--- config.mk ---
export PLATFORM = sky130hd
export DESIGN_NAME = ils_scanner
export DESIGN_NICKNAME = d
export VERILOG_FILES = /design/src/inc/ils_pkg.sv /design/src/hw/ils_scanner.sv /design/src/hw/ils_fifo.sv
export VERILOG_INCLUDE_DIRS = /design/src /design/src/inc
export SDC_FILE = /design/constraint.sdc
export NUM_CORES = 1
export LEC_CHECK = 0
export BUFFER_PORTS_ARGS = -buffer_cell sky130_fd_sc_hd__buf_4
export CORE_MARGIN = 5
export CORE_UTILIZATION = 50
export CTS_CLUSTER_DIAMETER = 120
export DETAILED_ROUTE_END_ITERATION = 12
export PLACE_DENSITY_LB_ADDON = 0.05
export SYNTH_ARGS = -nofsm -noshare
export SYNTH_HDL_FRONTEND = slang
export SYNTH_SLANG_ARGS = --single-unit
--- constraint.sdc ---
create_clock -name ref_clk_in -period 27.7 [get_ports ref_clk_in]
set_input_delay 1.385 -clock ref_clk_in [delete_from_list [all_inputs] [get_ports ref_clk_in]]
set_output_delay 1.385 -clock ref_clk_in [all_outputs]
set_load 0.005 [all_outputs]
--- src/inc/ils_defines.svh ---
/*
  Constants of the input line scanner: substation count, clock and stepping
  rates, character width and FIFO depth.
  Assumes inclusion by bare name from design files.
*/
`ifndef ILS_DEFINES_SVH
`define ILS_DEFINES_SVH

`define ILS_NUM_SUB      16
`define ILS_SEL_W        4
`define ILS_CHAR_W       6
`define ILS_FIFO_DEPTH   8
`define ILS_CLK_FREQ_HZ  125000000
`define ILS_STEP_FREQ_HZ 25000
`define ILS_STEP_DIV     (`ILS_CLK_FREQ_HZ / `ILS_STEP_FREQ_HZ)
`define ILS_DIV_W        13

`endif

--- src/inc/ils_pkg.sv ---
/*
  Types of the input line scanner: the tape character and the scanner states.
  Assumes nothing beyond a SystemVerilog compiler.
*/
package ils_pkg;

    // Five-level code plus the parity level punched by the substation
    typedef struct packed {
        logic       parity;
        logic [4:0] code;
    } ils_char_t;

    typedef enum logic [1:0] {
        ILS_IDLE = 2'b00,
        ILS_SCAN = 2'b01,
        ILS_LINK = 2'b10
    } ils_state_t;

endpackage

--- src/hw/ils_scanner.sv ---
/*
  Input line scanner: scans the message-ready lines of the tape reader
  substations, connects one reader to reader control, turns each character
  contact closure into a pulse and forwards it through a FIFO to the code
  translator until end of message or a character time-out.
  Assumes all substation and translator signals except xlat_ready_in are asynchronous pins, and
  that a reader presents its character lines stable before its strobe.
//
// Overview of operation
// RULE_01: Step through request lines until one ready
// RULE_02: Up to sixteen substations, all scanned
// RULE_03: Step lines at a 25 KC rate
// RULE_04: Hold reader path until message done
// RULE_05: One message per selection, then move on
// RULE_06: Reader skips leader, halts, raises request
// RULE_07: Tape-stored detector starts reader on tape
// RULE_08: Read command only to selected, reader waits
// RULE_09: Read characters, pulse them, forward onward
// RULE_10: Multiplexer passes data reader to control only
// RULE_11: End of message disconnects, scan restarts
// RULE_12: Time-out abandons message, releases scanner
// RULE_13: Punch fills after end-of-message sequence
// RULE_14: Translator latches, checks parity, encodes character
// RULE_15: No request, no transfer: idle, unconnected
*/
`timescale 1ns/1ps
`include "ils_defines.svh"
module ils_scanner #(
    parameter int unsigned STEP_DIV = `ILS_STEP_DIV
) (
    // Clock and reset
    input  wire logic                                 ref_clk_in,
    input  wire logic                                 reset_n_in,
    // Substation readers
    input  wire logic [`ILS_NUM_SUB-1:0]              msg_ready_in,
    input  wire ils_pkg::ils_char_t [`ILS_NUM_SUB-1:0] reader_char_in,
    input  wire logic [`ILS_NUM_SUB-1:0]              reader_strobe_in,
    output logic [`ILS_NUM_SUB-1:0]                   read_cmd_out,
    // Translator
    output ils_pkg::ils_char_t                        xlat_char_out,
    output logic                                      xlat_valid_out,
    input  wire logic                                 xlat_ready_in,
    input  wire logic                                 eom_in,
    input  wire logic                                 timeout_in,
    // Status
    output logic                                      busy_out,
    output logic [`ILS_SEL_W-1:0]                     sel_out
);
    localparam logic [`ILS_DIV_W-1:0] STEP_LAST = `ILS_DIV_W'(STEP_DIV - 1);

    logic                            rst_s1_r;
    logic                            rst_n_r;
    logic [`ILS_NUM_SUB-1:0]         req_s1_r;
    logic [`ILS_NUM_SUB-1:0]         req_s2_r;
    logic [`ILS_NUM_SUB-1:0]         stb_s1_r;
    logic [`ILS_NUM_SUB-1:0]         stb_s2_r;
    ils_pkg::ils_char_t [`ILS_NUM_SUB-1:0] chr_s1_r;
    ils_pkg::ils_char_t [`ILS_NUM_SUB-1:0] chr_s2_r;
    logic [1:0]                      eom_s_r;
    logic [1:0]                      to_s_r;
    logic                            eom_d_r;
    logic                            to_d_r;
    logic                            eom_pulse;
    logic                            to_pulse;
    logic [`ILS_DIV_W-1:0]           div_cnt_r;
    logic                            step_en;
    ils_pkg::ils_state_t             state_r;
    logic [`ILS_SEL_W-1:0]           idx_r;
    logic [`ILS_SEL_W-1:0]           sel_r;
    logic                            stb_sel;
    logic                            stb_d_r;
    logic                            char_pulse;
    logic                            pend_valid_r;
    ils_pkg::ils_char_t              pend_char_r;
    logic                            fifo_in_ready;
    logic                            found;
    logic                            release_link;
    logic [`ILS_DIV_W-1:0]           gap_cnt_r;
    logic                            gap_seen_r;
    logic [`ILS_SEL_W-1:0]           idx_d_r;
    logic                            abandon;

    // Reset release
    always_ff @(posedge ref_clk_in or negedge reset_n_in) begin
        if (!reset_n_in) begin
            rst_s1_r <= 1'b0;
            rst_n_r  <= 1'b0;
        end else begin
            rst_s1_r <= 1'b1;
            rst_n_r  <= rst_s1_r;
        end
    end

    // Pin synchronisers
    always_ff @(posedge ref_clk_in or negedge rst_n_r) begin
        if (!rst_n_r) begin
            req_s1_r <= '0;
            req_s2_r <= '0;
            stb_s1_r <= '0;
            stb_s2_r <= '0;
            chr_s1_r <= '0;
            chr_s2_r <= '0;
            eom_s_r  <= 2'h0;
            to_s_r   <= 2'h0;
        end else begin
            req_s1_r <= msg_ready_in;
            req_s2_r <= req_s1_r;
            stb_s1_r <= reader_strobe_in;
            stb_s2_r <= stb_s1_r;
            chr_s1_r <= reader_char_in;
            chr_s2_r <= chr_s1_r;
            eom_s_r  <= {eom_s_r[0], eom_in};
            to_s_r   <= {to_s_r[0], timeout_in};
        end
    end

    // Edge detect of translator signals
    always_ff @(posedge ref_clk_in or negedge rst_n_r) begin
        if (!rst_n_r) begin
            eom_d_r <= 1'b0;
            to_d_r  <= 1'b0;
        end else begin
            eom_d_r <= eom_s_r[1];
            to_d_r  <= to_s_r[1];
        end
    end

    assign eom_pulse = eom_s_r[1] && !eom_d_r;
    assign to_pulse  = to_s_r[1] && !to_d_r;

    // Stepping rate divider
    always_ff @(posedge ref_clk_in or negedge rst_n_r) begin
        if (!rst_n_r) begin
            div_cnt_r <= '0;
        end else if (state_r != ils_pkg::ILS_SCAN || step_en) begin
            div_cnt_r <= '0; // [RULE_03]
        end else begin
            div_cnt_r <= `ILS_DIV_W'(div_cnt_r + 1'b1);
        end
    end

    assign step_en      = (state_r == ils_pkg::ILS_SCAN) && (div_cnt_r == STEP_LAST);
    assign found        = step_en && req_s2_r[idx_r];
    assign release_link = (state_r == ils_pkg::ILS_LINK) && (eom_pulse || to_pulse);
    // A time-out outside a connection must not drop a finished message still draining
    assign abandon      = (state_r == ils_pkg::ILS_LINK) && to_pulse; // [RULE_12]

    // Scanner state
    always_ff @(posedge ref_clk_in or negedge rst_n_r) begin
        if (!rst_n_r) begin
            state_r <= ils_pkg::ILS_IDLE;
        end else begin
            case (state_r)
                ils_pkg::ILS_IDLE: begin
                    if (req_s2_r != '0) begin
                        state_r <= ils_pkg::ILS_SCAN; // [RULE_01]
                    end
                end
                ils_pkg::ILS_SCAN: begin
                    if (found) begin
                        state_r <= ils_pkg::ILS_LINK; // [RULE_04]
                    end else if (req_s2_r == '0) begin
                        state_r <= ils_pkg::ILS_IDLE; // [RULE_15]
                    end
                end
                ils_pkg::ILS_LINK: begin
                    if (release_link) begin
                        state_r <= ils_pkg::ILS_IDLE; // [RULE_11] [RULE_12]
                    end
                end
                default: begin
                    state_r <= ils_pkg::ILS_IDLE;
                end
            endcase
        end
    end

    // Scan position; the line after a served one is probed first
    always_ff @(posedge ref_clk_in or negedge rst_n_r) begin
        if (!rst_n_r) begin
            idx_r <= '0;
            sel_r <= '0;
        end else if (found) begin
            sel_r <= idx_r; // [RULE_04]
        end else if (step_en) begin
            idx_r <= `ILS_SEL_W'(idx_r + 1'b1); // [RULE_01] [RULE_02]
        end else if (release_link) begin
            idx_r <= `ILS_SEL_W'(sel_r + 1'b1); // [RULE_05]
        end
    end

    // One-way multiplexer: only the selected reader's lines are looked at
    assign stb_sel = stb_s2_r[sel_r]; // [RULE_10]

    always_ff @(posedge ref_clk_in or negedge rst_n_r) begin
        if (!rst_n_r) begin
            stb_d_r <= 1'b1;
        end else if (state_r != ils_pkg::ILS_LINK) begin
            stb_d_r <= 1'b1;
        end else begin
            stb_d_r <= stb_sel;
        end
    end

    // A contact closure becomes a one-cycle character pulse
    assign char_pulse = (state_r == ils_pkg::ILS_LINK) && stb_sel && !stb_d_r; // [RULE_09]

    // Character held until the FIFO takes it; capture wins over the push
    always_ff @(posedge ref_clk_in or negedge rst_n_r) begin
        if (!rst_n_r) begin
            pend_valid_r <= 1'b0;
            pend_char_r  <= '0;
        end else if (char_pulse) begin
            pend_valid_r <= 1'b1; // [RULE_09]
            pend_char_r  <= chr_s2_r[sel_r]; // [RULE_10]
        end else if (abandon) begin
            pend_valid_r <= 1'b0; // [RULE_12]
        end else if (fifo_in_ready) begin
            pend_valid_r <= 1'b0;
        end
    end

    // Read command to the selected reader only, withheld under back-pressure
    always_ff @(posedge ref_clk_in or negedge rst_n_r) begin
        if (!rst_n_r) begin
            read_cmd_out <= '0;
        end else if (state_r == ils_pkg::ILS_LINK && !release_link &&
                     !pend_valid_r && !char_pulse && fifo_in_ready) begin
            read_cmd_out <= `ILS_NUM_SUB'(1) << sel_r; // [RULE_08]
        end else begin
            read_cmd_out <= '0; // [RULE_15]
        end
    end

    ils_fifo #(
        .WIDTH (`ILS_CHAR_W),
        .DEPTH (`ILS_FIFO_DEPTH)
    ) u_fifo (
        .clk_in        (ref_clk_in),
        .rst_n_in      (rst_n_r),
        .flush_in      (abandon),
        .in_valid_in   (pend_valid_r),
        .in_ready_out  (fifo_in_ready),
        .in_data_in    (pend_char_r),
        .out_valid_out (xlat_valid_out),
        .out_ready_in  (xlat_ready_in),
        .out_data_out  (xlat_char_out)
    );

    assign busy_out = (state_r != ils_pkg::ILS_IDLE);
    assign sel_out  = sel_r;

    // Cycles since the scan position last moved, counted apart from the divider
    always_ff @(posedge ref_clk_in or negedge rst_n_r) begin
        if (!rst_n_r) begin
            gap_cnt_r  <= '0;
            gap_seen_r <= 1'b0;
            idx_d_r    <= '0;
        end else begin
            idx_d_r <= idx_r;
            if (state_r != ils_pkg::ILS_SCAN) begin
                gap_cnt_r  <= '0;
                gap_seen_r <= 1'b0;
            end else if (idx_r != idx_d_r) begin
                gap_cnt_r  <= '0;
                gap_seen_r <= 1'b1;
            end else begin
                gap_cnt_r <= `ILS_DIV_W'(gap_cnt_r + 1'b1);
            end
        end
    end

    cmd_onehot_a: assert property (@(posedge ref_clk_in) disable iff (!rst_n_r) // [RULE_08]
        (read_cmd_out != '0) |-> (read_cmd_out == (`ILS_NUM_SUB'(1) << sel_r)))
        else $error("read command not on the selected line");

    cmd_in_link_a: assert property (@(posedge ref_clk_in) disable iff (!rst_n_r) // [RULE_04]
        (read_cmd_out != '0) |-> $past(state_r) == ils_pkg::ILS_LINK)
        else $error("read command outside a connection");

    idle_quiet_a: assert property (@(posedge ref_clk_in) disable iff (!rst_n_r) // [RULE_15]
        (state_r == ils_pkg::ILS_IDLE) ##1 (state_r == ils_pkg::ILS_IDLE)
        |-> (read_cmd_out == '0) && !busy_out)
        else $error("idle scanner drives a reader");

    step_period_a: assert property (@(posedge ref_clk_in) disable iff (!rst_n_r) // [RULE_03]
        (state_r == ils_pkg::ILS_SCAN && gap_seen_r && idx_r != idx_d_r)
        |-> (gap_cnt_r == STEP_LAST))
        else $error("stepping period wrong");

    scan_advance_a: assert property (@(posedge ref_clk_in) disable iff (!rst_n_r) // [RULE_02]
        (step_en && !req_s2_r[idx_r]) |=> (idx_r == `ILS_SEL_W'($past(idx_r) + 1'b1)))
        else $error("scan did not move to the next line");

    found_link_a: assert property (@(posedge ref_clk_in) disable iff (!rst_n_r) // [RULE_01]
        found |=> (state_r == ils_pkg::ILS_LINK) && (sel_r == $past(idx_r)))
        else $error("ready substation not connected");

    eom_release_a: assert property (@(posedge ref_clk_in) disable iff (!rst_n_r) // [RULE_11]
        (state_r == ils_pkg::ILS_LINK && eom_pulse)
        |=> (state_r == ils_pkg::ILS_IDLE) ##1 (read_cmd_out == '0))
        else $error("end of message did not disconnect");

    timeout_flush_a: assert property (@(posedge ref_clk_in) disable iff (!rst_n_r) // [RULE_12]
        (state_r == ils_pkg::ILS_LINK && to_pulse && !char_pulse)
        |=> !xlat_valid_out && !pend_valid_r && !busy_out)
        else $error("time-out did not abandon the message");

    next_first_a: assert property (@(posedge ref_clk_in) disable iff (!rst_n_r) // [RULE_05]
        release_link |=> (idx_r == `ILS_SEL_W'($past(sel_r) + 1'b1)))
        else $error("served substation not passed over");

    char_capture_a: assert property (@(posedge ref_clk_in) disable iff (!rst_n_r) // [RULE_09]
        char_pulse |=> pend_valid_r && (pend_char_r == $past(chr_s2_r[sel_r])))
        else $error("character pulse not captured");
endmodule

--- src/hw/ils_fifo.sv ---
/*
  Synchronous FIFO with valid/ready on both sides and a flush input.
  Assumes one clock and an active-low reset already synchronised.
*/
`timescale 1ns/1ps
module ils_fifo #(
    parameter int unsigned WIDTH = 6,
    parameter int unsigned DEPTH = 8
) (
    // Clock and reset
    input  wire logic             clk_in,
    input  wire logic             rst_n_in,
    input  wire logic             flush_in,
    // Fill side
    input  wire logic             in_valid_in,
    output logic                  in_ready_out,
    input  wire logic [WIDTH-1:0] in_data_in,
    // Drain side
    output logic                  out_valid_out,
    input  wire logic             out_ready_in,
    output logic [WIDTH-1:0]      out_data_out
);
    localparam int unsigned PW = $clog2(DEPTH);

    logic [WIDTH-1:0] mem_r [DEPTH];
    logic [PW-1:0]    wr_ptr_r;
    logic [PW-1:0]    rd_ptr_r;
    logic [PW:0]      count_r;
    logic             push;
    logic             pop;

    assign in_ready_out  = (count_r != (PW+1)'(DEPTH));
    assign out_valid_out = (count_r != '0);
    assign out_data_out  = mem_r[rd_ptr_r];
    assign push          = in_valid_in && in_ready_out;
    assign pop           = out_valid_out && out_ready_in;

    always_ff @(posedge clk_in) begin
        if (push) begin
            mem_r[wr_ptr_r] <= in_data_in;
        end
    end

    always_ff @(posedge clk_in or negedge rst_n_in) begin
        if (!rst_n_in) begin
            wr_ptr_r <= '0;
            rd_ptr_r <= '0;
            count_r  <= '0;
        end else if (flush_in) begin
            wr_ptr_r <= '0;
            rd_ptr_r <= '0;
            count_r  <= '0;
        end else begin
            if (push) begin
                wr_ptr_r <= (wr_ptr_r == PW'(DEPTH-1)) ? '0 : PW'(wr_ptr_r + 1'b1);
            end
            if (pop) begin
                rd_ptr_r <= (rd_ptr_r == PW'(DEPTH-1)) ? '0 : PW'(rd_ptr_r + 1'b1);
            end
            if (push && !pop) begin
                count_r <= (PW+1)'(count_r + 1'b1);
            end else if (pop && !push) begin
                count_r <= (PW+1)'(count_r - 1'b1);
            end
        end
    end
endmodule

---- Word-level counts from Yosys, hierarchy flattened ----
Memories as Yosys holds them, arrays and structs flattened.
Cells that the tools add are included.
storage, ports and cells
  bits in registers ....................... 321
  RAM bits ................................ 48
  input bits .............................. 133
  output and inout bits ................... 28
  memories kept ........................... 1
memories
  name          depth  bits a word  read ports  clocked after Yosys merged registers in  write ports  RTL line        text
  u_fifo.mem_r  8      6            1           0                                        1            ils_fifo.sv:25  logic [WIDTH-1:0] mem_r [DEPTH];
cells by class
  add/subtract/negate cells ............... 7
  $lt $le $gt $ge ......................... 2
  eq/ne operators ......................... 11
  shifts and indexed selects .............. 1
  muxes and demuxes ....................... 30
  bitwise logic cells ..................... 1
  reductions and logical operators ........ 38
operators by type and width
  operator                                            count
  binary-select mux 6 bit (select 4 bit)              1
  2-to-1 mux 4 bit                                    5
  2-to-1 mux 3 bit                                    6
  logical AND 1 bit                                   16
  logical NOT 16 bit                                  1
  2-to-1 mux 16 bit                                   1
  nonzero test 16 bit                                 1
  << shifter 1 x 4 -> 16 bit, first input constant    1
  adder 13 x 1 -> 13 bit, second input constant       1
  == test 13 bit, second input constant               1
  2-to-1 mux 13 bit                                   1
  adder 4 x 1 -> 4 bit, second input constant         3
  < comparator 4 x 5 -> 1 bit, second input constant  2
  binary-select mux 1 bit (select 4 bit)              2
  logical NOT 1 bit                                   8
  2-to-1 mux 1 bit                                    8
  2-to-1 mux 2 bit                                    4
  nonzero test 2 bit                                  4
  adder 3 x 1 -> 3 bit, second input constant         2
  == test 3 bit, second input constant                2
  2-to-1 mux 6 bit                                    1
  != test 2 bit, second input constant                3
  case mux 2 bit (3 select lines)                     1
  nonzero test 3 bit                                  2
  12 further kinds                                    13

---- Depth between registers and ports, before layout ----
  word-level depth ........................ 10
  mapped depth ............................ 10

---- Hierarchy ----
A second synthesis with hierarchy kept.
second synthesis, totals
  cells, all modules ...................... 655
  area total of the unflattened synthesis .. 12,220.5 µm²
modules (own cells, without submodules)
  module       instances  cells each  area an instance (µm²)  seq. area each (µm²)
  ils_scanner  1          503         9,668.0                 7,783.7
  ils_fifo     1          152         2,552.4                 1,691.6

---- Least setup slack after synthesis ----
Ideal clock, no wire load.
  path kind ............................... reg-to-output
  start ................................... reg u_fifo.rd_ptr_r[0]
  end ..................................... out xlat_char_out[0] (netlist name)
  data arrival time ....................... 1.705 ns
  required time ........................... 26.315 ns
  path slack .............................. 24.610 ns
  cell stages (with the launch flop) ...... 5
  cell sequence ........................... dfrtp_1 clkbuf_1 buf_2 mux4_2 mux2_2
RTL lines
  what                    RTL line           text
  start, declared         ils_fifo.sv:27     logic [PW-1:0] rd_ptr_r;
  start signal, assigned  ils_fifo.sv:58     rd_ptr_r <= (rd_ptr_r == PW'(DEPTH-1)) ? '0 : PW'(rd_ptr_r + 1'b1);
  end, declared           ils_scanner.sv:40  output ils_pkg::ils_char_t xlat_char_out,

==> results.py <==
metrics = {
    "routing": {
        "ant_nets": 0,
        "drtIter0Drc": 301,
        "vias": 5863,
        "drc": 0,
        "via_per_inst": 5.007,
        "routed_wirelength_mm": 21.35,
        "wl_per_cell_um": 18.23,
        "drtPass1Iterations": 4,
    },
    "cells_and_area": {
        "layout-drive-gt1-share_pct": 34.74,
        "fin_util_pct": 63.10,
        "fillerInstances": 1677,
        "stdcell_area_um2": 14900,
        "nNetsFinal": 968,
        "fin_cells": 1171,
        "mostFrequentLayoutCells": "dfrtp_1 (317), buf_4 (165), mux4_2 (49), edfxtp_1 (48), nor2_1 (40)",
        "diodes": 0,
        "final_common_cell": "dfrtp_1",
        "area_growth_pct": 23.40,
    },
    "logic_synthesis": {
        "ys_seq_elements": 369,
        "avgSynthCellArea_um2": 18.78,
        "syn_area_um2": 12080,
        "async_flop_share_pct": 86.99,
        "synth_top_family_by_area": "multiplexers",
        "yosys_warnings": 0,
        "synthSimpleGateAreaFrac_pct": 4.942,
        "yosys.area_share.adder_pct": 0.9947,
        "synth_xor_area_share_pct": 0.8704,
        "synth_cell_types": 53,
        "synth_ff_type": "dfrtp_1",
        "synth.area.mux_share_pct": 12.05,
        "synth-edff-count": 48,
        "seq_area_frac_synth_pct": 78.47,
        "synth_cells": 643,
        "synth_compound_area_share_pct": 1.637,
        "syn_nets": 785,
    },
    "critical_path": {
        "crit_fanout": 15,
        "cp_slowest_cell": "dfrtp_1",
        "r2r_end": "chr_s2_r[53]",
        "worstPathCellList": "mux4_2, mux2_2, buf_4",
        "r2r_setup_slack_ns": 24.70,
        "max_stage_delay_ns": 0.86,
        "rr_startpoint": "rst_n_r",
        "critPathKind": "reg2out",
        "reg2regPathDepth": 2,
        "worstPathArrival_ns": 2.37,
        "crit_path_start_kind": "register",
        "endpoint_kind": "output pin",
        "cp.required_ns": 26.31,
    },
    "grt": {
        "grt_pass1_vias": 6580,
        "track_usage_pct": 16.77,
        "antenna_found_initial": 0,
        "grt_overflow": 0,
        "grt_pass1_wl_mm": 35.11,
        "grt_max_degree": 89,
    },
    "pwr": {
        "power_mw": 1.189,
        "cellPowerDensity_nw_per_um2": 79.79,
        "p_leak_nw": 6.583,
        "vdd_ir_drop_max_mv": 0.04382,
    },
    "placed_design": {
        "place_ws_ns": 24.43,
        "place_inst": 1106,
        "hpwl_mm": 14.85,
        "gp_congestion": 0.7748,
        "io_buffer_count": 160,
        "dpl_cell_area_um2": 13620,
    },
    "clocking": {
        "clk_pin_slew_ns": 0.06,
        "cts_resized": 0,
        "clk-insertion-delay-late_ns": 0.50,
        "htreeDepth": 2,
        "cts_setup_buffers": 0,
        "cts_tree": "built",
        "ctsHoldBuffers": 0,
        "cts_sinks": 369,
        "root_buffer": "clkbuf_16",
        "cts_made_buffers": 37,
        "clock_path_buffers": 3,
    },
    "sta": {
        "hold_viol": 0,
        "worst_pin_slew_ns": 1.027,
        "fin_crit_sh_pct": 13.54,
        "period_needed_ns": 3.752,
        "hold_slack_ns": 0.3414,
        "slew_headroom_pct": 31.56,
        "finClkSkew_ns": 0.01167,
        "setup_viol": 0,
        "rsz0062_at_grt": "no",
        "tns_ns": 0,
        "max_freq_ghz": 0.2665,
        "slew_viol_final": 0,
        "setup_slack_ns": 23.95,
    },
    "min_path": {
        "holdPathEnd": "chr_s2_r[16]",
        "holdPathStages": 0,
        "hp-class": "reg2reg",
        "min_from": "chr_s1_r[16]",
    },
    "floorplan": {
        "die_x_um": 165.4,
        "fp.dieArea_um2": 27360,
        "core-area_um2": 23610,
        "die_y_um": 165.4,
        "rows": 56,
        "io_pins": 161,
        "initial_core_util_pct": 51.14,
    },
    "run_status": {
        "status": "finished, final reports clean",
    },
    "flow_run": {
        "maxCapViolCount": 0,
    },
}
==> synth_stat cells (all sizes together), types with 6 or more instances <==
| cell | n | area (um2) |
|---|---|---|
| mux2i | 7 | 70.07 |
| dfrtp | 320 | 8008 |
| nor2 | 40 | 150.1 |
| nand2b | 6 | 37.54 |
| a21oi | 11 | 55.05 |
| clkbuf | 11 | 41.29 |
| inv | 7 | 26.27 |
| nand3 | 10 | 50.05 |
| buf | 10 | 53.80 |
| xor2 | 6 | 52.55 |
| ha | 8 | 100.1 |
| xnor2 | 6 | 52.55 |
| nand2 | 17 | 66.32 |
| nor3 | 11 | 55.05 |
| edfxtp | 48 | 1441 |
| o21ai | 7 | 35.03 |
| mux2 | 18 | 202.7 |
| mux4 | 52 | 1182 |
| nand4 | 6 | 37.54 |
==> cell families (layout without fill, tap and decap cells) <==
logic type / count (synthesis) / in the layout
AO/OA/AOI/OAI: 29 / 29
flip-flops: 369 / 369
adder cells (fa/ha/maj): 9 / 9
AND/OR/NAND/NOR: 118 / 118
XOR/XNOR: 12 / 12
other: 1 / 1
multiplexers: 77 / 77
buffers and inverters: 28 / 237
==> layer usage <==
| layer | vias to the layer above | wire length [um] | global-route usage, % |
|---|---|---|---|
| met1 | 2993 | 8822 | 23.13 |
| met5 | - | 0 | 0 |
| li1 | 2666 | - | - |
| met3 | 39 | 1141 | 3.574 |
| met4 | 0 | 546 | 5.174 |
| met2 | 165 | 10840 | 27.32 |
==> worst max-delay path by stage <==
stage	start	endpoint	slack [ns]	cells after the start
floorplan	rst_n_r	chr_s1_r[0]	18.09	0
global placement	u_fifo.rd_ptr_r[0]	xlat_char_out[0]	24.51	3
detailed placement	u_fifo.rd_ptr_r[0]	xlat_char_out[0]	24.43	3
CTS	u_fifo.rd_ptr_r[0]	xlat_char_out[0]	23.89	3
global route	u_fifo.rd_ptr_r[0]	xlat_char_out[2]	23.79	3
finish	u_fifo.rd_ptr_r[0]	xlat_char_out[0]	23.95	3
==> area by class of cell <==
| cell class | instances | area [um2] | area share (%) |
|---|---|---|---|
| Clock buffer | 50 | 1056 | 7.087 |
| Sequential cell | 369 | 9482 | 63.63 |
| Clock inverter | 15 | 220.2 | 1.478 |
| Tap cell | 319 | 399.1 | 2.679 |
| Timing Repair Buffer | 165 | 1239 | 8.313 |
| Inverter | 7 | 26.28 | 0.1763 |
| Multi-Input combinational cell | 246 | 2479 | 16.63 |
==> power by group <==
part / internal, mW / switching [mW]
sequential: 0.575 / 0.0261
combinational: 0.0498 / 0.0314
clock: 0.315 / 0.192
==> critical path, delay by kind of cell (launching register included) <==
kind	cells	cell delay [ns]
flip-flops	1	0.86
multiplexers	2	0.88
buffers and inverters	1	0.13
==> registers in the layout, indices dropped and copies added, names as in the netlist, 2 cells and up <==
| name | count |
|---|---|
| u_fifo.rd_ptr_r | 3 |
| pend_char_r | 6 |
| state_r | 2 |
| stb_s2_r | 16 |
| u_fifo.count_r | 4 |
| div_cnt_r | 13 |
| u_fifo.wr_ptr_r | 3 |
| chr_s1_r | 96 |
| read_cmd_out | 16 |
| chr_s2_r | 96 |
| idx_r | 4 |
| u_fifo.mem_r | 48 |
| req_s1_r | 16 |
| eom_s_r | 2 |
| stb_s1_r | 16 |
| sel_out | 4 |
| req_s2_r | 16 |
| to_s_r | 2 |
Power figures use the tool's default switching activity.
